<file path="src/design/bus_release_pkg.sv">
// constants and types for the external bus release arbiter
//
// Functional notes
// - sample request one state before cycle end
// - release after cycle where request seen
// - missed sample point: finish next cycle too
// - grant about 1.5 states after group end
// - never release inside one bus cycle
// - test-and-set read and write stay together
// - refresh plus following cycle stay together
// - refresh at grant time keeps grant negated
// - priority: refresh, external, transfer, processor
// - refresh due while granted negates grant
package bus_release_pkg;

    localparam int GRANT_DELAY_HALF_STATES = 3;
    localparam logic [1:0] GRANT_DELAY_CYCLES = 2'h1;

    typedef enum logic [4:0] {
        ST_IDLE    = 5'h01,
        ST_OWNCYC  = 5'h02,
        ST_HANDOFF = 5'h04,
        ST_GRANTED = 5'h08,
        ST_RECLAIM = 5'h10
    } arb_state_t;

    typedef enum logic [1:0] {
        OWN_CPU  = 2'h0,
        OWN_XFER = 2'h1,
        OWN_REFR = 2'h2,
        OWN_EXT  = 2'h3
    } owner_t;

endpackage : bus_release_pkg

</file>
<file path="src/design/external_bus_release_arbiter.sv">
// arbiter handing the external bus to an outside master
`timescale 1ns/1ps
module external_bus_release_arbiter
    import bus_release_pkg::*;
(
    input  wire logic clk_i,
    input  wire logic rst_i,
    input  wire logic bus_request_in_n_i,
    input  wire logic refresh_req_i,
    input  wire logic xfer_req_i,
    input  wire logic cpu_req_i,
    input  wire logic cycle_last_state_i,
    input  wire logic cycle_end_i,
    input  wire logic group_hold_i,
    output logic      bus_grant_n_o,
    output logic      bus_drive_oe_n_o,
    output logic      start_refresh_o,
    output logic      start_xfer_o,
    output logic      start_cpu_o,
    output owner_t    owner_o
);
    // inputs from the core: cycle_last_state_i marks the state one before
    // the cycle end; group_hold_i is high for a sub-access and for the read
    // half of test-and-set; refresh_hold keeps a refresh with its next cycle

    logic       req_s1;
    logic       req_s2;
    logic       req_s3;
    logic       req_seen;
    logic       release_pending;
    logic       in_cycle;
    logic       refresh_hold;
    logic [1:0] grant_cnt;
    arb_state_t state;
    arb_state_t next_state;

    // three stages: a pin change counts once stages two and three agree
    always_ff @(posedge clk_i) begin
        if (rst_i) begin
            req_s1 <= 1'b0;
            req_s2 <= 1'b0;
            req_s3 <= 1'b0;
            req_seen <= 1'b0;
        end else begin
            req_s1 <= ~bus_request_in_n_i;
            req_s2 <= req_s1;
            req_s3 <= req_s2;
            if (req_s2 == req_s3) begin
                req_seen <= req_s3;
            end
        end
    end

    // a cycle is running from a start pulse to its end strobe
    always_ff @(posedge clk_i) begin
        if (rst_i) begin
            in_cycle <= 1'b0;
        end else if (start_refresh_o || start_xfer_o || start_cpu_o) begin
            in_cycle <= 1'b1;
        end else if (cycle_end_i) begin
            in_cycle <= 1'b0;
        end
    end

    // request latched only at the sample point, one state before the end;
    // a late request waits for the next cycle's sample point
    always_ff @(posedge clk_i) begin
        if (rst_i) begin
            release_pending <= 1'b0;
        end else if (state == ST_GRANTED) begin
            release_pending <= 1'b0;
        end else if (in_cycle && cycle_last_state_i && req_seen) begin
            release_pending <= 1'b1;
        end else if (!req_seen) begin
            release_pending <= 1'b0;
        end
    end

    // high while a refresh cycle runs: its end must chain straight into
    // the next cycle, or an idle gap would let the bus go mid-group
    always_ff @(posedge clk_i) begin
        if (rst_i) begin
            refresh_hold <= 1'b0;
        end else if (start_refresh_o) begin
            refresh_hold <= 1'b1;
        end else if (start_xfer_o || start_cpu_o) begin
            refresh_hold <= 1'b0;
        end
    end

    always_comb begin
        next_state = state;
        unique case (state)
            ST_IDLE: begin
                if (req_seen && !refresh_req_i) begin
                    next_state = ST_HANDOFF;
                end else if (refresh_req_i || xfer_req_i || cpu_req_i) begin
                    next_state = ST_OWNCYC;
                end
            end
            ST_OWNCYC: begin
                // no release inside a cycle, a test-and-set pair or a
                // refresh group
                if (cycle_end_i && !group_hold_i && !refresh_hold
                    && release_pending) begin
                    next_state = ST_HANDOFF;
                end else if (cycle_end_i && !group_hold_i && !refresh_hold) begin
                    next_state = ST_IDLE;
                end
            end
            ST_HANDOFF: begin
                // a refresh landing here cancels the grant
                if (refresh_req_i) begin
                    next_state = ST_IDLE;
                end else if (grant_cnt == GRANT_DELAY_CYCLES) begin
                    next_state = ST_GRANTED;
                end
            end
            ST_GRANTED: begin
                if (refresh_req_i || !req_seen) begin
                    next_state = ST_RECLAIM;
                end
            end
            ST_RECLAIM: begin
                // outside master keeps the bus until it drops its request
                if (!req_seen) begin
                    next_state = ST_IDLE;
                end
            end
            default: next_state = ST_IDLE;
        endcase
    end

    always_ff @(posedge clk_i) begin
        if (rst_i) begin
            state <= ST_IDLE;
        end else begin
            state <= next_state;
        end
    end

    // 1.5 states rounded to whole cycles: one wait plus the grant flop
    always_ff @(posedge clk_i) begin
        if (rst_i || state != ST_HANDOFF) begin
            grant_cnt <= 2'h0;
        end else begin
            grant_cnt <= grant_cnt + 2'h1;
        end
    end

    // grant from one flop so the pin never glitches from this logic
    always_ff @(posedge clk_i) begin
        if (rst_i) begin
            bus_grant_n_o <= 1'b1;
        end else begin
            bus_grant_n_o <= !(next_state == ST_GRANTED);
        end
    end

    // drivers stay off while granted or reclaiming
    always_ff @(posedge clk_i) begin
        if (rst_i) begin
            bus_drive_oe_n_o <= 1'b0;
        end else begin
            bus_drive_oe_n_o <= (next_state == ST_GRANTED)
                             || (next_state == ST_RECLAIM)
                             || (next_state == ST_HANDOFF
                                 && grant_cnt == GRANT_DELAY_CYCLES);
        end
    end

    // start pulses by priority when idle, or chained at a held cycle end
    always_comb begin
        start_refresh_o = 1'b0;
        start_xfer_o = 1'b0;
        start_cpu_o = 1'b0;
        if (state == ST_IDLE && next_state == ST_OWNCYC) begin
            if (refresh_req_i) begin
                start_refresh_o = 1'b1;
            end else if (xfer_req_i) begin
                start_xfer_o = 1'b1;
            end else begin
                start_cpu_o = 1'b1;
            end
        end else if (state == ST_OWNCYC && cycle_end_i
                     && (group_hold_i || refresh_hold)) begin
            start_xfer_o = xfer_req_i;
            start_cpu_o = !xfer_req_i;
        end
    end

    always_ff @(posedge clk_i) begin
        if (rst_i) begin
            owner_o <= OWN_CPU;
        end else if (next_state == ST_GRANTED) begin
            owner_o <= OWN_EXT;
        end else if (start_refresh_o) begin
            owner_o <= OWN_REFR;
        end else if (start_xfer_o) begin
            owner_o <= OWN_XFER;
        end else if (start_cpu_o || next_state == ST_IDLE) begin
            owner_o <= OWN_CPU;
        end
    end

endmodule : external_bus_release_arbiter

</file>
<file path="config.mk">
export PLATFORM = sky130hd
export DESIGN_NAME = external_bus_release_arbiter
export DESIGN_NICKNAME = d
export VERILOG_FILES = /design/src/design/bus_release_pkg.sv /design/src/design/external_bus_release_arbiter.sv
export SDC_FILE = /design/constraint.sdc
export NUM_CORES = 1
export LEC_CHECK = 0
export ABC_CLOCK_PERIOD_IN_PS = 2100
export BUFFER_PORTS_ARGS = -buffer_cell sky130_fd_sc_hd__clkbuf_2
export CAP_MARGIN = 20
export CORE_ASPECT_RATIO = 0.6
export CORE_UTILIZATION = 25
export CTS_CLUSTER_SIZE = 28
export DETAILED_ROUTE_END_ITERATION = 8
export PLACE_DENSITY = 0.43
export SLEW_MARGIN = 20
export SYNTH_ARGS = -nofsm -noshare
export SYNTH_HDL_FRONTEND = slang
export SYNTH_SLANG_ARGS = --single-unit
</file>
<file path="constraint.sdc">
create_clock -name clk_i -period 2.1 [get_ports clk_i]
set_input_delay 0 -clock clk_i [delete_from_list [all_inputs] [get_ports clk_i]]
set_output_delay 0 -clock clk_i [all_outputs]
set_load 0.02 [all_outputs]
</file>
==> results of run 1 <==
-- power by group --
| part | switching (mW) | internal [mW] |
|---|---|---|
| Sequential | 0.0184 | 0.360 |
| Clock | 0.114 | 0.167 |
| Combinational | 0.0988 | 0.0698 |
-- cell type report --
cell class | instances | share of cell area
clock buffers | 4 | 0.0508
inverters | 7 | 0.0242
multi-input cells | 71 | 0.448
flip-flops and latches | 18 | 0.333
well taps | 45 | 0.0520
repair buffers | 18 | 0.0924
-- flip-flops by register name (all words and copies together), names as in the netlist --
register	cells
release_pending	1
bus_drive_oe_n_o	1
req_s1	1
grant_cnt	2
req_seen	1
req_s3	1
state	5
bus_grant_n_o	1
req_s2	1
refresh_hold	1
owner_o	2
in_cycle	1
-- metrics by stage --
| step | power, mW | cells |
|---|---|---|
| 6_report | 0.827 | 163 |
| 2_1_floorplan | 0.494 | 101 |
| 3_5_place_dp | 0.550 | 158 |
| 3_3_place_gp | 0.552 | 158 |
| 5_1_grt | 0.872 | 163 |
| 4_1_cts | 0.838 | 163 |
-- repair_timing --
item | 4_1_cts | 5_1_grt
hold buffers | 1 | 0
hold endpoints to repair | 1 | 0
resized for setup | 0 | 0
setup buffers | 0 | 0
-- worst max-delay path, cell delays in order (launching register included) --
cell and delay [ns]:
dfxtp_1 0.43, nor4b_4 0.41, nand2_1 0.17, nor2_1 0.21, a21oi_1 0.10, nor3_1 0.14, clkbuf_2 0.19
-- cell usage in the layout (no fill, tap or decap), types with 3 or more instances in the layout --
master and instances:
a21oi_1 6, a31oi_1 3, clkbuf_2 15, clkbuf_8 4
dfxtp_1 18, inv_1 7, nand2_1 5, nand2b_1 3
nor2_1 7, nor2b_1 4, nor3_1 7, o21ai_0 3
-- metal layers --
metal,track usage,part of all wire
met2,0.155,0.36
met3,0.0415,0.085
met4,0.0182,0
met1,0.188,0.55
met5,0,0
-- how the worst max path moves through the flow --
| stage | startpoint | endpoint | slack, ns | cells past startpoint |
|---|---|---|---|---|
| 2_1_floorplan | state[3] | bus_drive_oe_n_o | 0.48 | 6 |
| 3_3_place_gp | state[3] | owner_o[0] | 0.30 | 6 |
| 3_5_place_dp | state[2] | owner_o[1] | 0.31 | 6 |
| 4_1_cts | state[1] | start_cpu_o | 0.21 | 6 |
| 5_1_grt | state[1] | start_cpu_o | 0.05 | 6 |
| 6_report | state[1] | start_cpu_o | 0.20 | 6 |
-- cells by family after synthesis --
family	Yosys count
AO/OA/AOI/OAI	25
AND/OR/NAND/NOR	44
multiplexers	1
adder cells (fa/ha/maj)	1
flip-flops	18
buffers and inverters	12
==> impl_metrics.csv, run 1 <==
group,metric,value,unit
worst_setup_path,r2r_end,"owner_o[1]",
floorplan,fp.dieH,48.6,um
worst_setup_path,r2r_cells,6,
floorplan,die_w,79.7,um
timing,worst_hold_slack,0.0413,ns
logic_synthesis,ys_seq_elements,18,
logic_synthesis,yosys.area_share.xor_xnor,0,
timing,rsz0062_at_grt,"false",
worst_setup_path,start_kind,"flip-flop",
timing,final-hold-violation-count,0,
detailed_routing,drc,0,
timing,fmax,527,MHz
timing,period_needed,1.90,ns
layout,syn2layout_area_growth,19.8,%
logic_synthesis,synthCells,101,
detailed_routing,drt-total-wl,2080,um
worst_setup_path,ff2ff_setup_slack,0.30,ns
layout,seqCellArea,360,um^2
logic_synthesis,synthSimpleGateAreaFrac,0.302,
flow_run,maxCapViolations,0,
worst_setup_path,path_max_fanout,9,
logic_synthesis,synth-edff-count,0,
clocking,cts_made_buffers,3,
timing,worst_pin_slew,0.433,ns
clocking,clock_sinks,18,
worst_setup_path,path_class,"reg2out",
clocking,clk_pin_slew_worst_paths,0.07,ns
logic_synthesis,ys_seq_area_frac,0.398,
logic_synthesis,synth_area,905,um^2
placement,gp_congestion,0.784,
timing,setup_violations,0,
clocking,clock_latency,0.25,ns
logic_synthesis,yosysWarnings,0,
logic_synthesis,synth_flop_cell,"dfxtp_1",
placement,hpwl,1650,um
layout,fill_cells,348,
layout,layout.nets,129,
hold_path,hp-start,"cycle_end_i",
timing,post-route-period-util,0.903,
logic_synthesis,synth_cell_type_count,40,
logic_synthesis,synth_compound_area_frac,0.210,
logic_synthesis,yosys-top-cells-area,"dfxtp_1 40%, nor3_1 3.9%, a21oi_1 3.3%",
logic_synthesis,synth_commonest_cells,"18 x dfxtp_1, 7 x inv_1, 7 x nor2_1, 7 x nor3_1, 6 x a21oi_1",
outcome,outcome,"finished, final reports clean",
detailed_routing,dr.pass1.iters,4,
worst_setup_path,crit_arrival,1.90,ns
logic_synthesis,synth-async-reset-ratio,0,
logic_synthesis,syn_nets,111,
layout,final_area,1080,um^2
timing,finClkSkew,0.00181,ns
pwr,power.density,764,nW/um^2
pwr,power_leakage,0.402,nW
clocking,cts_tree,"yes",
timing,slew_headroom,0.704,
global_routing,antenna_found_initial,0,
floorplan,start_util,0.269,
hold_path,holdPathEnd,"in_cycle",
detailed_routing,antenna_left,0,
detailed_routing,num_vias,784,
clocking,cts_buffer_depth,2,
logic_synthesis,synthAdderAreaFrac,0.0138,
pwr,worst_ir_drop_vdd,0.275,mV
placement,dpl_cell_area,1020,um^2
floorplan,die_area,3870,um^2
timing,tns,0,ns
floorplan,core_area,3360,um^2
clocking,htreeDepth,1,
placement,dpl_worst_slack,0.310,ns
layout,drive_gt1_frac,0.246,
logic_synthesis,synth_top_family_by_area,"simple AND/OR/NAND/NOR gates",
worst_setup_path,rr_startpoint,"state[2]",
clocking,root_buffer,"clkbuf_8",
global_routing,grt_pass1_vias,714,
global_routing,gr-total-overflow,0,
logic_synthesis,syn_area_per_cell,8.96,um^2
worst_setup_path,endpoint_kind,"output port",
global_routing,grt_max_degree,17,
floorplan,boundaryPins,16,
hold_path,worstHoldPathType,"in2reg",
layout,utilization,0.322,
layout,n_antenna_cell,0,
logic_synthesis,synth.area.mux_share,0.0111,
global_routing,grt_pass1_wl,3540,um
detailed_routing,wire_per_inst,12.7,um
logic_synthesis,yosysTopAreaCellShare,0.398,
timing,maxSlewViolCount,0,
logic_synthesis,synth.most_common_cell,"dfxtp_1",
floorplan,row_count,16,
placement,io_buffers,15,
layout,multiInputGateArea,485,um^2
detailed_routing,viasPerCell,4.81,
hold_path,hold_depth,3,
global_routing,gr-usage-all-layers,0.120,
timing,setup_ws,0.203,ns
worst_setup_path,cp.required,2.10,ns
detailed_routing,detail_route.iter0.violations,67,
logic_synthesis,yosys.area.top_type,"dfxtp_1",
(Power assumes the default switching activity.)
==> run 2: changes to the inputs <==
Settings changed: CORE_ASPECT_RATIO 0.6 to 0.9.
==> impl_metrics.csv, run 2 (synthesis gave the netlist of run 1 again) <==
group,metric,value,unit
outcome,outcome,"finished, final reports clean",
worst_setup_path,endpoint_kind,"flip-flop",
floorplan,fp.dieH,59.1,um
pwr,p_sw_frac,0.285,
pwr,combPwrFrac,0.211,
pwr,power.density,728,nW/um^2
placement,io_buffers,15,
clocking,cts_buffer_depth,2,
timing,setup_violations,0,
worst_setup_path,path_cells,"and2b_1, o311ai_0, a211oi_1, buf_4, nand4_1, a31oi_1",
pwr,seqPwrFrac,0.491,
worst_setup_path,slowest_stage,"dfxtp_1",
timing,maxSlewViolCount,0,
floorplan,boundaryPins,16,
hold_path,holdPathEnd,"in_cycle",
clocking,clock_sinks,18,
clocking,root_buffer,"clkbuf_8",
placement,gp_congestion,0.781,
pwr,worst_ir_drop_vdd,0.323,mV
layout,fill_cells,367,
worst_setup_path,rr_startpoint,"state[3]",
worst_setup_path,start_kind,"flip-flop",
worst_setup_path,path_class,"reg2reg",
layout,final_cells,161,
timing,slew_headroom,0.660,
worst_setup_path,crit_cells,6,
detailed_routing,detail_route.iter0.violations,24,
global_routing,antenna_found_initial,0,
clocking,clock_latency,0.25,ns
global_routing,grt_max_degree,17,
timing,worst_pin_slew,0.503,ns
pwr,power_leakage,0.395,nW
worst_setup_path,r2r_end,"owner_o[0]",
layout,layout_commonest_cell,"dfxtp_1",
detailed_routing,dr.pass1.iters,4,
timing,setup_ws,0.201,ns
worst_setup_path,ff2ff_setup_slack,0.20,ns
clocking,cts_made_buffers,3,
hold_path,hp-start,"cycle_end_i",
layout,layout.nets,129,
layout,most-common-layout-cells,"18 x dfxtp_1, 15 x clkbuf_2, 7 x inv_1, 7 x nor3_1, 7 x nor2_1",
global_routing,gr-usage-all-layers,0.132,
timing,rsz0062_at_grt,"false",
global_routing,grt_pass1_vias,828,
hold_path,worstHoldPathType,"in2reg",
layout,drive_gt1_frac,0.239,
flow_run,maxCapViolations,0,
floorplan,die_w,65.4,um
pwr,p_int,0.557,mW
global_routing,grt_pass1_wl,3810,um
layout,largest_reg_flops,5,
detailed_routing,viasPerCell,5.00,
timing,tns,0,ns
clocking,htreeDepth,1,
layout,seqCellArea,360,um^2
worst_setup_path,critPathMaxStageDelay,0.53,ns
clocking,postCtsSetupBuffers,0,
layout,top_regs,"state (5), grant_cnt (2), owner_o (2)",
floorplan,start_util,0.264,
floorplan,row_count,20,
detailed_routing,antenna_left,0,
pwr,netSwitchingPower,0.221,mW
hold_path,hold_depth,3,
timing,final-hold-violation-count,0,
detailed_routing,drc,0,
timing,post-route-period-util,0.904,
detailed_routing,num_vias,805,
worst_setup_path,r2r_cells,6,
worst_setup_path,path_max_fanout,10,
timing,fmax,527,MHz
timing,finClkSkew,0.00437,ns
worst_setup_path,cp_num_buf_inv,1,
timing,worst_hold_slack,0.0533,ns
floorplan,core_area,3430,um^2
detailed_routing,wire_per_inst,13.7,um
layout,n_antenna_cell,0,
layout,multiInputGateArea,485,um^2
pwr,p_clk_frac,0.298,
global_routing,gr-total-overflow,0,
worst_setup_path,crit_family,"compound AO/OA/AOI/OAI gates",
worst_setup_path,crit_arrival,2.02,ns
placement,hpwl,1710,um
floorplan,die_area,3860,um^2
layout,regMostFlops,"state",
clocking,cts_tree,"yes",
worst_setup_path,cp.required,2.22,ns
layout,syn2layout_area_growth,18.1,%
clocking,clk_pin_slew_worst_paths,0.07,ns
timing,period_needed,1.90,ns
detailed_routing,drt-total-wl,2200,um
placement,dpl_worst_slack,0.235,ns
placement,placed_cells,157,
run 2: cell count changes in the layout (fill, tap and decap cells not counted):
| cell | previous run | this run |
|---|---|---|
| clkbuf_8 | 4 | 3 |
run 2: worst max-delay path by stage:
stage          slack, ns  startpoint          endpoint
3_5_place_dp        0.23    state[2]        owner_o[0]
2_1_floorplan       0.48    state[3]  bus_drive_oe_n_o
3_3_place_gp        0.32    state[3]        owner_o[0]
5_1_grt             0.09    state[1]       start_cpu_o
4_1_cts             0.22    state[1]       start_cpu_o
6_report            0.20    state[3]        owner_o[0]
run 2: power by group through the flow:
stage / Clock [mW] / Sequential [mW] / Combinational, mW
after floorplan: 0 / 0.378 / 0.116
after global placement: 0 / 0.390 / 0.163
after detailed placement: 0 / 0.389 / 0.163
after CTS: 0.244 / 0.381 / 0.166
after global routing: 0.261 / 0.385 / 0.181
final: 0.232 / 0.382 / 0.164
run 2: layer usage:
metal,vias up,GRT usage,part of all wire
li1,404,-,-
met5,-,0,0
met2,11,0.196,0.47
met4,0,0.0776,0.014
met3,4,0.0346,0.030
met1,386,0.172,0.49
run 2: worst reg2reg max path, delay by kind of cell (launching register included):
family / cells / cell delay [ns]
DFF: 1 / 0.53
and+or+nand+nor: 2 / 0.34
AOI/OAI and AO/OA: 3 / 0.74
buffers and inverters: 1 / 0.17
run 2: per-stage QoR:
step | instance area [um^2] | utilization | total power, mW
floorplan | 905 | - | 0.494
global placement | 1020 | 0.297 | 0.552
detailed placement | 1020 | 0.297 | 0.552
CTS | 1070 | 0.312 | 0.791
global route | 1070 | 0.312 | 0.827
finish | 1070 | 0.312 | 0.778
run 2: cell type report:
class / instances / share of cell area
flip-flops and latches: 18 / 0.337
inverters: 7 / 0.0246
repair buffers: 18 / 0.0937
multi-input cells: 71 / 0.454
clock buffers: 3 / 0.0386
well taps: 44 / 0.0515
run 2: timing repair:
action,in CTS,in global routing
hold endpoints to repair,1,0
gates resized for setup,0,0
hold buffers,1,0
==> run 3: changes to the inputs <==
Settings changed: REMOVE_ABC_BUFFERS set to 1.
==> impl_metrics.csv, run 3 (synthesis gave the netlist of run 1 again) <==
group,metric,value,unit
outcome,outcome,"finished, final reports clean",
clocking,cts_made_buffers,3,
detailed_routing,drc,0,
worst_setup_path,slowest_stage,"dfxtp_1",
worst_setup_path,endpoint_kind,"output port",
timing,finClkSkew,0.00629,ns
clocking,postCtsSetupBuffers,0,
global_routing,antenna_found_initial,0,
placement,hpwl,1620,um
detailed_routing,drt-total-wl,2080,um
timing,maxSlewViolCount,0,
detailed_routing,num_vias,804,
global_routing,gr-total-overflow,0,
timing,final-hold-violation-count,0,
clocking,clock_latency,0.25,ns
detailed_routing,antenna_left,0,
hold_path,worstHoldPathType,"in2reg",
layout,regMostFlops,"state",
worst_setup_path,cp_num_buf_inv,1,
placement,io_buffers,15,
global_routing,grt_pass1_wl,3560,um
detailed_routing,viasPerCell,4.93,
floorplan,fp.dieH,59.1,um
placement,dpl_worst_slack,0.337,ns
clocking,clock_sinks,18,
worst_setup_path,crit_arrival,1.84,ns
detailed_routing,dr.pass1.iters,4,
detailed_routing,wire_per_inst,12.8,um
timing,tns,0,ns
global_routing,gr-usage-all-layers,0.119,
layout,layout_commonest_cell,"dfxtp_1",
timing,fmax,543,MHz
timing,post-route-period-util,0.877,
placement,gp_congestion,0.840,
global_routing,grt_pass1_vias,787,
worst_setup_path,path_max_fanout,9,
worst_setup_path,path_cells,"nor4b_4, nand2_1, nor2_1, a21oi_1, nor3_1, clkbuf_2",
timing,rsz0062_at_grt,"false",
worst_setup_path,path_class,"reg2out",
worst_setup_path,crit_cells,6,
layout,top_regs,"state (5), grant_cnt (2), owner_o (2)",
layout,largest_reg_flops,5,
floorplan,row_count,20,
floorplan,boundaryPins,16,
clocking,cts_hold_buf,1,
floorplan,core_area,3430,um^2
global_routing,grt_max_degree,17,
floorplan,die_area,3860,um^2
hold_path,hold_depth,3,
timing,setup_violations,0,
timing,setup_ws,0.258,ns
pwr,power_leakage,0.408,nW
clocking,cts_tree,"yes",
pwr,power.density,756,nW/um^2
flow_run,maxCapViolations,0,
clocking,cts-resized-gates,0,
layout,n_antenna_cell,0,
clocking,clk_pin_slew_worst_paths,0.07,ns
worst_setup_path,r2r_cells,6,
pwr,worst_ir_drop_vdd,0.272,mV
layout,most-common-layout-cells,"18 x dfxtp_1, 15 x clkbuf_2, 7 x inv_1, 7 x nor3_1, 7 x nor2_1",
layout,syn2layout_area_growth,20.5,%
worst_setup_path,start_kind,"flip-flop",
worst_setup_path,critPathMaxStageDelay,0.43,ns
layout,layout.nets,130,
layout,drive_gt1_frac,0.252,
floorplan,start_util,0.264,
clocking,cts_buffer_depth,2,
hold_path,hp-start,"cycle_end_i",
clocking,root_buffer,"clkbuf_8",
worst_setup_path,crit_family,"simple AND/OR/NAND/NOR gates",
timing,period_needed,1.84,ns
worst_setup_path,cp.required,2.10,ns
clocking,htreeDepth,1,
floorplan,die_w,65.4,um
worst_setup_path,rr_startpoint,"state[2]",
worst_setup_path,startpoint,"state[1]",
timing,worst_pin_slew,0.415,ns
timing,slew_headroom,0.716,
detailed_routing,detail_route.iter0.violations,8,
## run 3: cell types whose count changed in the layout (fill, tap and decap cells not counted)
cell,change
buf_4,+1
clkbuf_8,+1
## run 3: path summary, 6_finish.rpt
path                                      to  slack [ns]
worst max-delay path             start_cpu_o        0.26
worst min-delay path                in_cycle        0.04
worst max register to register    owner_o[0]        0.30
worst min register to register  grant_cnt[0]        0.43
## run 3: power breakdown
group	switching [mW]	internal (mW)
sequential	0.0179	0.360
clock	0.115	0.166
combinational	0.0946	0.0699
## run 3: worst min-delay path, stage by stage
cell      delay [ns]
clkbuf_2        0.09
nand2b_1        0.10
a21oi_1         0.06
## run 3: per-layer routing
metal / vias up / wire length (um) / global-route usage
li1: 406 / - / -
met1: 382 / 1060 / 0.161
met2: 14 / 944 / 0.189
met3: 2 / 62 / 0.0154
met4: 0 / 12 / 0.0559
met5: - / 0 / 0
## run 3: metrics by stage
stage / power (mW) / hold WS [ns] / instance area (um^2) / util / instances
after floorplan: 0.487 / 0.0667 / 872 / - / 96
after global placement: 0.551 / 0.154 / 1020 / 0.299 / 158
after detailed placement: 0.548 / 0.154 / 1020 / 0.299 / 158
after CTS: 0.839 / 0.0293 / 1090 / 0.318 / 163
after global routing: 0.868 / 0.0546 / 1090 / 0.318 / 163
final: 0.824 / 0.0352 / 1090 / 0.318 / 163
## run 3: area by class of cell
class	count	area, um^2
Fill cell	361	2340
Multi-Input combinational cell	71	485
Sequential cell	18	360
Timing Repair Buffer	19	108
Clock buffer	4	55.1
Tap cell	44	55.1
Inverter	7	26.3
